<file path="config.mk">
export PLATFORM = sky130hd
export DESIGN_NAME = ptm_timing
export DESIGN_NICKNAME = d
export VERILOG_FILES = /design/src/hw/ptm_pkg.sv /design/src/hw/ptm_timing.sv
export SDC_FILE = /design/constraint.sdc
export NUM_CORES = 1
export LEC_CHECK = 0
export BUFFER_PORTS_ARGS = -buffer_cell sky130_fd_sc_hd__buf_2
export CORE_MARGIN = 2
export CORE_UTILIZATION = 54
export CTS_BUF_LIST = sky130_fd_sc_hd__clkbuf_2 sky130_fd_sc_hd__clkbuf_4 sky130_fd_sc_hd__clkbuf_8
export DETAILED_ROUTE_END_ITERATION = 10
export GPL_TIMING_DRIVEN = 0
export PLACE_DENSITY_LB_ADDON = 0.1
export SLEW_MARGIN = 25
export SYNTH_ARGS = -nofsm -noshare
export SYNTH_HDL_FRONTEND = slang
export SYNTH_SLANG_ARGS = --single-unit
</file>
<file path="constraint.sdc">
create_clock -name core_clk -period 1.55 [get_ports core_clk]
set_input_delay 0.155 -clock core_clk [delete_from_list [all_inputs] [get_ports core_clk]]
set_output_delay 0.155 -clock core_clk [all_outputs]
set_load 0.01 [all_outputs]
</file>
<file path="src/hw/ptm_pkg.sv">
// Purpose: shared constants and types for the phase and millisecond timing block
// Assumes: one core clock; the four host clocks are modelled as a rotating enable
// Notes:   indices and patterns used by the timing logic are named here
package ptm_pkg;

  // ************************************************************
  // clock slots and register sizes
  // ************************************************************
  localparam int unsigned CLK_SLOTS   = 4;   // W, X, Y, Z per bit gate
  localparam int unsigned GATE_STAGES = 7;   // bit-gate shift register length
  localparam int unsigned FREQ_STAGES = 3;   // frequency shift register length
  localparam int unsigned SYNC_FLOPS  = 3;   // pin synchroniser depth

  // slot positions inside the one-hot clock enable
  localparam int unsigned SLOT_W = 0;
  localparam int unsigned SLOT_X = 1;
  localparam int unsigned SLOT_Y = 2;
  localparam int unsigned SLOT_Z = 3;

  // stage positions (zero based) of the bit-gate register
  localparam int unsigned G1 = 0;
  localparam int unsigned G2 = 1;
  localparam int unsigned G3 = 2;
  localparam int unsigned G5 = 4;
  localparam int unsigned G6 = 5;
  localparam int unsigned G7 = 6;

  // stage positions (zero based) of the frequency register
  localparam int unsigned F1 = 0;
  localparam int unsigned F2 = 1;
  localparam int unsigned F3 = 2;

  // reset values
  localparam logic [CLK_SLOTS-1:0]   CLK_RST  = 4'h1;   // start at W
  localparam logic [GATE_STAGES-1:0] GATE_RST = 7'h00;
  localparam logic [FREQ_STAGES-1:0] FREQ_RST = 3'h0;
  localparam logic [SYNC_FLOPS-1:0]  SYNC_RST = 3'h0;

  // ************************************************************
  // carriers
  // ************************************************************
  typedef struct packed {
    logic ring_phase_a;
    logic ring_phase_b;
    logic ring_phase_c;
  } ptm_ring_t;

  typedef struct packed {
    logic bg1_marker;
    logic phase_b_bg2_strobe;
    logic phase_c_bg2_strobe_q;
    logic phase_a_bg1_strobe;
  } ptm_strobe_t;

  typedef struct packed {
    logic [FREQ_STAGES-1:0] freq_stage;
    logic                   freq_rate_toggle;
    logic                   freq_rate_store;
    logic                   half_ms_divider;
  } ptm_freq_t;

endpackage

</file>
<file path="src/hw/ptm_timing.sv">
// Purpose: bit-gate, phase, special strobe and millisecond timing of the adapter
// Assumes: host sync pins are asynchronous; the four host clocks are a one-hot
//          enable rotating on core_clk, so a bit gate lasts four core cycles
// Notes:   the shift registers converge from any state; rst_n only gives a
//          defined start for simulation
// Function
// - toggle is aligned or half period behind
// - out-of-phase sync forces pattern 11 at gate 10
// - stage 6 set: next inverted toggle sets stage 7
// - stage 6 clear at sync forces toggle set
// - three latch phase ring steps at gate 1
// - phase sync at gate 2 sets B only
// - ring sets C, A, B; clears previous later
// - phase decode uses clock dependent combinations
// - marker sets gate 1, clears gate 2
// - phase B strobe is marker AND ring B
// - phase C strobe spans mid gate 1 to 2
// - phase A strobe spans gate 1 start to 2
// - frequency register converges, repeats three ones, zeros
// - frequency rate counter clocked by phase C strobe
// - store takes inverted toggle; toggle takes store
// - first stage clears on ones, sets when clear
// - alternate stages gated on alternate counter states
// - each frequency stage pulse is the quarter reference
// - divider toggles on each stage 3 pulse
// - sync forces pattern 11, released at host end
// - bit gate spans W, X, Y, Z; shift at W
`timescale 1ns/10ps
`default_nettype none

module ptm_timing (
  input  wire logic                               core_clk,
  input  wire logic                               rst_n,
  input  wire logic                               host_stage5_sync,
  input  wire logic                               host_phase_sync,
  output logic      [ptm_pkg::CLK_SLOTS-1:0]      clk_slot,
  output logic      [ptm_pkg::GATE_STAGES-1:0]    gate_stage,
  output logic                                    bitgate_toggle_q,
  output logic                                    bitgate_toggle_n,
  output logic                                    bit_gate1,
  output logic                                    bit_gate2,
  output ptm_pkg::ptm_ring_t                      ring,
  output logic      [2:0]                         phase_abc_bg1,
  output ptm_pkg::ptm_strobe_t                    strobe,
  output ptm_pkg::ptm_freq_t                      freq
);

  // ************************************************************
  // host pin synchronisers
  // ************************************************************
  logic [ptm_pkg::SYNC_FLOPS-1:0] s5_pipe_r;
  logic [ptm_pkg::SYNC_FLOPS-1:0] ps_pipe_r;
  logic                           s5_sync_r;
  logic                           ps_sync_r;

  // three flops per pin; first flop feeds only the second
  always_ff @(posedge core_clk) begin
    if (!rst_n) begin
      s5_pipe_r <= ptm_pkg::SYNC_RST;
      ps_pipe_r <= ptm_pkg::SYNC_RST;
    end else begin
      s5_pipe_r <= {s5_pipe_r[1:0], host_stage5_sync};
      ps_pipe_r <= {ps_pipe_r[1:0], host_phase_sync};
    end
  end

  // a change counts once the second and third flop agree
  always_ff @(posedge core_clk) begin
    if (!rst_n) begin
      s5_sync_r <= 1'b0;
      ps_sync_r <= 1'b0;
    end else begin
      if (s5_pipe_r[1] == s5_pipe_r[2]) begin
        s5_sync_r <= s5_pipe_r[2];
      end
      if (ps_pipe_r[1] == ps_pipe_r[2]) begin
        ps_sync_r <= ps_pipe_r[2];
      end
    end
  end

  // ************************************************************
  // clock slot ring
  // ************************************************************
  logic clk_w;
  logic clk_x;
  logic clk_y;
  logic clk_z;

  // one-hot enable steps W, X, Y, Z, one slot per core cycle
  always_ff @(posedge core_clk) begin
    if (!rst_n) begin
      clk_slot <= ptm_pkg::CLK_RST;
    end else begin
      clk_slot <= {clk_slot[ptm_pkg::CLK_SLOTS-2:0], clk_slot[ptm_pkg::CLK_SLOTS-1]};
    end
  end

  assign clk_w = clk_slot[ptm_pkg::SLOT_W];
  assign clk_x = clk_slot[ptm_pkg::SLOT_X];
  assign clk_y = clk_slot[ptm_pkg::SLOT_Y];
  assign clk_z = clk_slot[ptm_pkg::SLOT_Z];

  // ************************************************************
  // bit-gate toggle and its store latch
  // ************************************************************
  logic toggle_store_r;

  // store captures the toggle at X; used to flip the toggle at Y
  always_ff @(posedge core_clk) begin
    if (!rst_n) begin
      toggle_store_r <= 1'b0;
    end else if (clk_x) begin
      toggle_store_r <= bitgate_toggle_q;
    end
  end

  // both ends flip on the same Y, so only in phase or 180 degrees late
  always_ff @(posedge core_clk) begin
    if (!rst_n) begin
      bitgate_toggle_q <= 1'b0;
    end else if (clk_y) begin
      bitgate_toggle_q <= ~toggle_store_r;
    end else if (clk_z && s5_sync_r && !gate_stage[ptm_pkg::G6]) begin
      bitgate_toggle_q <= 1'b1;
    end
  end

  assign bitgate_toggle_n = ~bitgate_toggle_q;

  // ************************************************************
  // bit-gate shift register
  // ************************************************************
  logic                            g_any_upper;
  logic [ptm_pkg::GATE_STAGES-1:0] gate_nxt;

  // twisted ring with self-correcting entry stage and sync forcing
  always_comb begin
    g_any_upper = |gate_stage[ptm_pkg::GATE_STAGES-1:1];
    gate_nxt    = {gate_stage[ptm_pkg::GATE_STAGES-2:0], 1'b0};
    if (gate_stage[ptm_pkg::G1]) begin
      gate_nxt[ptm_pkg::G1] = ~gate_stage[ptm_pkg::G7];
    end else begin
      gate_nxt[ptm_pkg::G1] = ~g_any_upper;
    end
    // sync holds stage 5 set so the register settles on pattern 11
    if (s5_sync_r) begin
      gate_nxt[ptm_pkg::G5] = 1'b1;
    end
  end

  // one shift per bit gate at W; forcing during gate 10 gives pattern 11,
  // and a set stage 6 walks into stage 7 one shift early
  always_ff @(posedge core_clk) begin
    if (!rst_n) begin
      gate_stage <= ptm_pkg::GATE_RST;
    end else if (clk_w) begin
      gate_stage <= gate_nxt;
    end
  end

  // ************************************************************
  // bit gate decodes
  // ************************************************************
  logic clk_wx;
  logic bg1_wx;
  logic bg1_yz;
  logic bg2_wx;
  logic bg2_yz;

  // three signals at W and X, two signals at Y and Z
  assign clk_wx = clk_w | clk_x;
  assign bg1_wx = ~gate_stage[ptm_pkg::G7] & ~gate_stage[ptm_pkg::G2] & bitgate_toggle_n;
  assign bg1_yz = gate_stage[ptm_pkg::G1] & ~gate_stage[ptm_pkg::G2];
  assign bg2_wx = gate_stage[ptm_pkg::G1] & ~gate_stage[ptm_pkg::G3] & bitgate_toggle_q;
  assign bg2_yz = gate_stage[ptm_pkg::G2] & ~gate_stage[ptm_pkg::G3];
  assign bit_gate1 = clk_wx ? bg1_wx : bg1_yz;
  assign bit_gate2 = clk_wx ? bg2_wx : bg2_yz;

  // ************************************************************
  // phase ring counter
  // ************************************************************
  // sync sets B at gate 2; steps at gate 1: set next at X, clear old at Z
  always_ff @(posedge core_clk) begin
    if (!rst_n) begin
      ring <= '0;
    end else if (ps_sync_r && bit_gate2) begin
      ring.ring_phase_a <= 1'b0;
      ring.ring_phase_b <= 1'b1;
      ring.ring_phase_c <= 1'b0;
    end else if (bit_gate1 && clk_x) begin
      if (ring.ring_phase_b && !ring.ring_phase_c) begin
        ring.ring_phase_c <= 1'b1;
      end
      if (ring.ring_phase_c && !ring.ring_phase_a) begin
        ring.ring_phase_a <= 1'b1;
      end
      if (ring.ring_phase_a && !ring.ring_phase_b) begin
        ring.ring_phase_b <= 1'b1;
      end
    end else if (bit_gate1 && clk_z) begin
      if (ring.ring_phase_b && ring.ring_phase_c) begin
        ring.ring_phase_b <= 1'b0;
      end
      if (ring.ring_phase_c && ring.ring_phase_a) begin
        ring.ring_phase_c <= 1'b0;
      end
      if (ring.ring_phase_a && ring.ring_phase_b) begin
        ring.ring_phase_a <= 1'b0;
      end
    end
  end

  // ************************************************************
  // phase decode during bit gate 1
  // ************************************************************
  // index 2 is phase A, 1 phase B, 0 phase C
  always_comb begin
    if (clk_wx) begin
      phase_abc_bg1[2] = bit_gate1 & ring.ring_phase_c & ~ring.ring_phase_b;
      phase_abc_bg1[1] = bit_gate1 & ring.ring_phase_a & ~ring.ring_phase_c;
      phase_abc_bg1[0] = bit_gate1 & ring.ring_phase_b & ~ring.ring_phase_a;
    end else begin
      phase_abc_bg1[2] = bit_gate1 & ring.ring_phase_a & ~ring.ring_phase_b;
      phase_abc_bg1[1] = bit_gate1 & ring.ring_phase_b & ~ring.ring_phase_c;
      phase_abc_bg1[0] = bit_gate1 & ring.ring_phase_c & ~ring.ring_phase_a;
    end
  end

  // ************************************************************
  // special strobes
  // ************************************************************
  // marker sets at Y of gate 1 and clears at Y of gate 2
  always_ff @(posedge core_clk) begin
    if (!rst_n) begin
      strobe.bg1_marker <= 1'b0;
    end else if (clk_y && bit_gate1) begin
      strobe.bg1_marker <= 1'b1;
    end else if (clk_y && bit_gate2) begin
      strobe.bg1_marker <= 1'b0;
    end
  end

  // registered AND, one core cycle behind its inputs
  always_ff @(posedge core_clk) begin
    if (!rst_n) begin
      strobe.phase_b_bg2_strobe <= 1'b0;
    end else begin
      strobe.phase_b_bg2_strobe <= strobe.bg1_marker & ring.ring_phase_b;
    end
  end

  // set mid gate 1 of phase C, cleared mid next gate; good only in gate 2
  always_ff @(posedge core_clk) begin
    if (!rst_n) begin
      strobe.phase_c_bg2_strobe_q <= 1'b0;
    end else if (clk_y && phase_abc_bg1[0]) begin
      strobe.phase_c_bg2_strobe_q <= 1'b1;
    end else if (clk_y && bit_gate2) begin
      strobe.phase_c_bg2_strobe_q <= 1'b0;
    end
  end

  // set at start of gate 1 in phase A, cleared at start of gate 2
  always_ff @(posedge core_clk) begin
    if (!rst_n) begin
      strobe.phase_a_bg1_strobe <= 1'b0;
    end else if (clk_w && phase_abc_bg1[2]) begin
      strobe.phase_a_bg1_strobe <= 1'b1;
    end else if (clk_w && bit_gate2) begin
      strobe.phase_a_bg1_strobe <= 1'b0;
    end
  end

  // ************************************************************
  // frequency rate counter
  // ************************************************************
  logic freq_step;

  // one shift slot per phase C strobe, at its W clock
  assign freq_step = clk_w & strobe.phase_c_bg2_strobe_q;

  // store keeps the inverted toggle at X; toggle loads it at the next step
  always_ff @(posedge core_clk) begin
    if (!rst_n) begin
      freq.freq_rate_store <= 1'b0;
    end else if (clk_x) begin
      freq.freq_rate_store <= ~freq.freq_rate_toggle;
    end
  end

  always_ff @(posedge core_clk) begin
    if (!rst_n) begin
      freq.freq_rate_toggle <= 1'b0;
    end else if (freq_step) begin
      freq.freq_rate_toggle <= freq.freq_rate_store;
    end
  end

  // ************************************************************
  // frequency shift register
  // ************************************************************
  logic [ptm_pkg::FREQ_STAGES-1:0] fs_shift;
  logic [ptm_pkg::FREQ_STAGES-1:0] fs_nxt;

  // full shift value, then split into set and reset halves
  always_comb begin
    fs_shift = {freq.freq_stage[ptm_pkg::FREQ_STAGES-2:0], 1'b0};
    if (freq.freq_stage[ptm_pkg::F1]) begin
      fs_shift[ptm_pkg::F1] = ~freq.freq_stage[ptm_pkg::F3];
    end else begin
      fs_shift[ptm_pkg::F1] = ~(freq.freq_stage[ptm_pkg::F2] |
                                freq.freq_stage[ptm_pkg::F3]);
    end
    fs_nxt = freq.freq_stage;
    if (freq.freq_rate_toggle) begin
      // stage 2 may only set; stages 1 and 3 may only clear
      fs_nxt[ptm_pkg::F2] = freq.freq_stage[ptm_pkg::F2] | fs_shift[ptm_pkg::F2];
      fs_nxt[ptm_pkg::F1] = freq.freq_stage[ptm_pkg::F1] & fs_shift[ptm_pkg::F1];
      fs_nxt[ptm_pkg::F3] = freq.freq_stage[ptm_pkg::F3] & fs_shift[ptm_pkg::F3];
    end else begin
      // the opposite halves on the other counter state
      fs_nxt[ptm_pkg::F2] = freq.freq_stage[ptm_pkg::F2] & fs_shift[ptm_pkg::F2];
      fs_nxt[ptm_pkg::F1] = freq.freq_stage[ptm_pkg::F1] | fs_shift[ptm_pkg::F1];
      fs_nxt[ptm_pkg::F3] = freq.freq_stage[ptm_pkg::F3] | fs_shift[ptm_pkg::F3];
    end
  end

  // stage outputs form the quarter millisecond reference pulses
  always_ff @(posedge core_clk) begin
    if (!rst_n) begin
      freq.freq_stage <= ptm_pkg::FREQ_RST;
    end else if (freq_step) begin
      freq.freq_stage <= fs_nxt;
    end
  end

  // ************************************************************
  // half millisecond divider
  // ************************************************************
  logic stage3_prev_r;

  // remembers stage 3 so that each of its pulses is counted once
  always_ff @(posedge core_clk) begin
    if (!rst_n) begin
      stage3_prev_r <= 1'b0;
    end else begin
      stage3_prev_r <= freq.freq_stage[ptm_pkg::F3];
    end
  end

  // flips at each rising stage 3 pulse, doubling its width
  always_ff @(posedge core_clk) begin
    if (!rst_n) begin
      freq.half_ms_divider <= 1'b0;
    end else if (freq.freq_stage[ptm_pkg::F3] && !stage3_prev_r) begin
      freq.half_ms_divider <= ~freq.half_ms_divider;
    end
  end

endmodule

`default_nettype wire

</file>
* Word level (Yosys, flattened, before mapping)
Index checks and enable logic that the tools add are counted.
** Word-level totals
- Bits in registers :: 35
- Input bits :: 4
- Word-level logic and storage cells :: 122
** Operators by class
- Eq/ne operators :: 5
- Muxes and demuxes :: 23
- Bitwise gates (word level) :: 38
- Reductions and logical operators :: 36
** Operator list (number)
- $and 1x1->1 :: 20
- $mux 1 :: 18
- $logic_and 1x1->1 :: 17
- $not 1->1 :: 14
- $reduce_bool 2->1 :: 7
- $mux 3 :: 4
- $reduce_and 3->1 :: 3
- $reduce_bool 3->1 :: 2
- $reduce_or 6->1 :: 1
- $logic_not 1->1 :: 5
- $ne 2x1->1 const B :: 2
- $or 1x1->1 :: 4
- $ne 3x2->1 const B :: 1
- $eq 1x1->1 :: 2
- $mux 2 :: 1
- $reduce_or 2->1 :: 1

* Logic depth before layout (Yosys ltp)
- Word-level depth :: 9
- Depth in mapped cells :: 5
- Gate-level depth less buffers :: 4

* Worst setup path after synthesis
Ideal clock, no wire load.
- Kind :: flip-flop to flip-flop
- From :: register clk_slot[0] in the netlist's numbering
- To :: register strobe[3] in the netlist's numbering
- Setup time :: 0.122 ns
- Arrival time :: 1.407 ns
- Required time :: 1.428 ns
- Slack :: 0.021 ns
- Stages on the path, launching flop included :: 6
- Cells stage by stage :: dfxtp_1 buf_2 or3b_1 a21oi_4 and2_1 o22ai_1
** On the way
- Longest elaborated chain between the ends :: 4
- Elaborated cells on any way between the ends :: 7
- Classes of those cells :: mux: 3; bitwise: 1; reduce/logical: 3
** Ends and longest elaborated chain
- start: declaration :: RTL line ptm_timing.sv:36 : output logic [ptm_pkg::CLK_SLOTS-1:0] clk_slot,
- start signal: assignment :: RTL line ptm_timing.sv:93 : clk_slot <= ptm_pkg::CLK_RST;
- start signal: assignment :: RTL line ptm_timing.sv:95 : clk_slot <= {clk_slot[ptm_pkg::CLK_SLOTS-2:0], clk_slot[ptm_pkg::CLK_SLOTS-1]};
- $or 1x1->1 :: RTL line ptm_timing.sv:172 : assign clk_wx = clk_w | clk_x;
- $mux 1 :: RTL line ptm_timing.sv:178 : assign bit_gate2 = clk_wx ? bg2_wx : bg2_yz;
- net bit_gate2 :: RTL line ptm_timing.sv:41 : output logic bit_gate2,
- $logic_and 1x1->1 :: RTL line ptm_timing.sv:239 : end else if (clk_y && bit_gate2) begin
- $reduce_bool 2->1 (no line)
- end: declaration :: RTL line ptm_timing.sv:44 : output ptm_pkg::ptm_strobe_t strobe,
The timed path passes the listed nets, and every way through them passes these cells.
A chain may end at the register's enable or synchronous reset.

* Worst setup path in the final report
- From :: register clk_slot[0] in the netlist's numbering
- To :: output port phase_abc_bg1[0]
** On the way
- Longest elaborated chain between the ends :: 5
- Elaborated cells on any way between the ends :: 7
- Classes of those cells :: mux: 2; bitwise: 5
** Ends and longest elaborated chain
- $or 1x1->1 (*) :: RTL line ptm_timing.sv:172
- $mux 1 :: RTL line ptm_timing.sv:177 : assign bit_gate1 = clk_wx ? bg1_wx : bg1_yz;
- $and 1x1->1, on equally long branches (2 in series) :: RTL line ptm_timing.sv:226, ptm_timing.sv:222
- $mux 3 (*) :: RTL line ptm_timing.sv:219 : if (clk_wx) begin
- end: declaration :: RTL line ptm_timing.sv:43 : output logic [2:0] phase_abc_bg1,
Mark *: on every way between the ends. The rest lies on a longest branch, timed or not.

==> results.json <==
{
  "grt_max_degree": 11,
  "synth_top_area_share": 0.490,
  "rsz0062_at_grt": "yes",
  "clockRootBuffer": "clkbuf_4",
  "clock-sinks": 35,
  "numCtsBuffers": 5,
  "hold_depth": 2,
  "antenna_cells": 0,
  "arrival_ns": 1.64,
  "fin_crit_ns": 1.80,
  "clkLatencyLatePin_ns": 0.33,
  "synthFlopType": "dfxtp_1",
  "cap_violations": 0,
  "yosys_warnings": 0,
  "dp_hpwl_um": 2000,
  "yosys.cell_types.count": 37,
  "yosysSeqAreaShare": 0.490,
  "path_max_fanout": 4,
  "die_w_um": 55.4,
  "dr.pass1.iters": 4,
  "min_to": "ps_pipe_r[0]",
  "fin_skew_ns": 0.0108,
  "io-pin-count": 35,
  "fillers": 168,
  "via_count": 1250,
  "via_per_inst": 5.34,
  "globalRouteMet2Util": 0.321,
  "max_stage_delay_ns": 0.50,
  "antenna_found_initial": 0,
  "drt_iter0_markers": 43,
  "grt_pass1_vias": 1133,
  "grtUsageMet1": 0.269,
  "port_buffers": 34,
  "synthArstFlopShare": 0,
  "min_path_type": "input pin to flip-flop",
  "busiest_layer": "met2",
  "track_usage": 0.207,
  "rr_endpoint": "strobe[1]",
  "htree_levels": 2,
  "p_total_mw": 1.77,
  "grt_overflow": 0,
  "slew_headroom": 0.627,
  "power_density_nw_per_um2": 939,
  "post-route-cell-area_sq_um": 1880,
  "slew_violations": 0,
  "synthCells": 154,
  "die-height_um": 55.4,
  "drtAntennaViolNets": 0,
  "reg2reg_depth": 6,
  "syn-num-nets": 158,
  "yosys_register_bits": 35,
  "violations": "negative setup slack",
  "grt_use_met3": 0.0539,
  "areaGrowthSynthToFinish_pct": 31.9,
  "multiInputGateArea_sq_um": 696,
  "syn_area_sq_um": 1430,
  "synthTopCellsByArea": "dfxtp_1, mux2i_1, nand2_1, and2_1, a21oi_1",
  "tritoncts": "built",
  "nets": 207,
  "yosysTopAreaCell": "dfxtp_1",
  "std_cell_rows": 18,
  "worst_pin_slew_ns": 0.560,
  "worstSetupStartpoint": "clk_slot[0]",
  "drive_gt1_frac": 0.402,
  "path_cells": "nor2_8, mux2i_4, or4_4, inv_2, buf_6",
  "fmax_mhz": 556,
  "status": "finished with violations",
  "ir_drop_uv": 826,
  "drcViolationCount": 0,
  "synth_edf_count": 0,
  "critPathKind": "flip-flop to primary output",
  "wire_per_inst_um": 13.6,
  "cts_buffer_depth": 2,
  "leakage_nw": 0.850,
  "cp_slowest_cell": "or4_4",
  "dieArea_sq_um": 3070,
  "place_congestion": 0.727,
  "seq_area_sq_um": 712,
  "fin_util": 0.754,
  "hold_ws_ns": 0.0249,
  "finalHoldViolCount": 0,
  "drt_wl_total_um": 3180,
  "r2r_slack_ns": 0.01,
  "worstSetupEndpointType": "primary output",
  "critPathRequiredTime_ns": 1.39,
  "fin_crit_sh": 1.16,
  "initial_utilization": 0.572,
  "cp-start-kind": "flip-flop",
  "hold_path.startpoint": "host_phase_sync",
  "reg2reg_from": "clk_slot[0]",
  "clkTransAtPathRegs_ns": 0.11,
  "hold_buffers": 0,
  "setup_viol_count_final": 5,
  "core_sq_um": 2500,
  "dpl-instance-area_sq_um": 1640,
  "syn_area_per_cell_sq_um": 9.28,
  "grt_first_pass_wirelength_um": 5040,
  "fin_ws_ns": -0.247
}
## sequential cells by signal, summed over array words and instances, names as in the netlist, 3 cells and up
| signal | count |
|---|---|
| s5_pipe_r | 3 |
| freq | 6 |
| strobe | 4 |
| clk_slot | 4 |
| ring | 3 |
| ps_pipe_r | 3 |
| gate_stage | 7 |
## power by group
group | total (mW) | internal [mW] | leakage [nW] | switching [mW]
registers | 0.967 | 0.928 | 0.287 | 0.0392
clock network | 0.579 | 0.284 | 0.0420 | 0.295
logic | 0.223 | 0.119 | 0.521 | 0.104
## worst max path at each step
stage / to / cells after the start / slack, ns
after floorplan: strobe[3] / 5 / 0.02
after global placement: strobe[3] / 5 / -0.05
after detailed placement: strobe[3] / 5 / -0.07
after CTS: phase_abc_bg1[0] / 6 / -0.27
after global routing: phase_abc_bg1[0] / 5 / -0.30
final: phase_abc_bg1[0] / 5 / -0.25
## routing by layer
metal / up-vias / wire length (um)
li1: 618 / -
met1: 585 / 1450
met2: 38 / 1540
met3: 9 / 141
met4: 0 / 53
met5: - / 0
## cells in the final DEF (no fill, tap or decap), types with 2 or more instances in the layout
| cell | instances |
|---|---|
| nand2_1 | 17 |
| buf_2 | 32 |
| buf_6 | 5 |
| clkbuf_1 | 3 |
| a21oi_1 | 9 |
| clkbuf_4 | 6 |
| nor2_1 | 11 |
| a221oi_2 | 2 |
| clkbuf_8 | 2 |
| dfxtp_1 | 30 |
| and3_1 | 2 |
| inv_2 | 2 |
| nand3_1 | 2 |
| mux2i_1 | 11 |
| dfxtp_4 | 2 |
| and2_1 | 9 |
| nor3_2 | 2 |
| o21ai_0 | 9 |
| o22ai_2 | 2 |
| inv_1 | 5 |
| buf_4 | 13 |
| dfxtp_2 | 3 |
## stage by stage
step                setup TNS (ns)  setup WS (ns)  std cells
floorplan                        0         0.0212        154
global placement           -0.0914        -0.0495        218
detailed placement          -0.130        -0.0702        218
CTS                          -1.19         -0.268        230
global route                 -1.22         -0.298        234
finish                      -0.768         -0.247        234
## cell type report
type / count / share of cell area
buffer: 10 / 0.0365
inverter: 7 / 0.0139
clock buffer: 8 / 0.0385
sequential: 35 / 0.378
timing repair buffer: 44 / 0.144
tap: 30 / 0.0199
multi-input combinational: 100 / 0.369
## worst max-delay path: cells and delay by family, from the launching register on
family	cells	cell delay [ns]
buf+inv	2	0.16
simple gates	2	0.55
flops	1	0.41
mux	1	0.19
## cells in the mapped netlist, drive strengths merged, types with 2 or more instances
master,instances
dfxtp,35
nand2,17
nor2,13
mux2i,12
a21oi,10
and2,10
o21ai,9
buf,8
inv,7
clkbuf,4
a221oi,3
nor3,3
and3,2
nand3,2
o22ai,2
or4,2
## cell families (layout without fill, tap and decap cells)
family / Yosys count / in the layout / share of synthesized area
compound gates: 29 / 29 / 0.131
xor+xnor: 1 / 1 / 0.00613
buf+inv: 19 / 69 / 0.0701
flops: 35 / 35 / 0.490
mux: 12 / 12 / 0.0841
simple gates: 58 / 58 / 0.218
## what timing repair did
item / 4_1_cts / 5_1_grt
pin swaps: 5 / 8
buffers inserted: 5 / 5
setup endpoints to repair: 7 / 10
cloned: 0 / 0
gates resized for setup: 15 / 17
No activity file was read; power rests on OpenSTA's default activity.
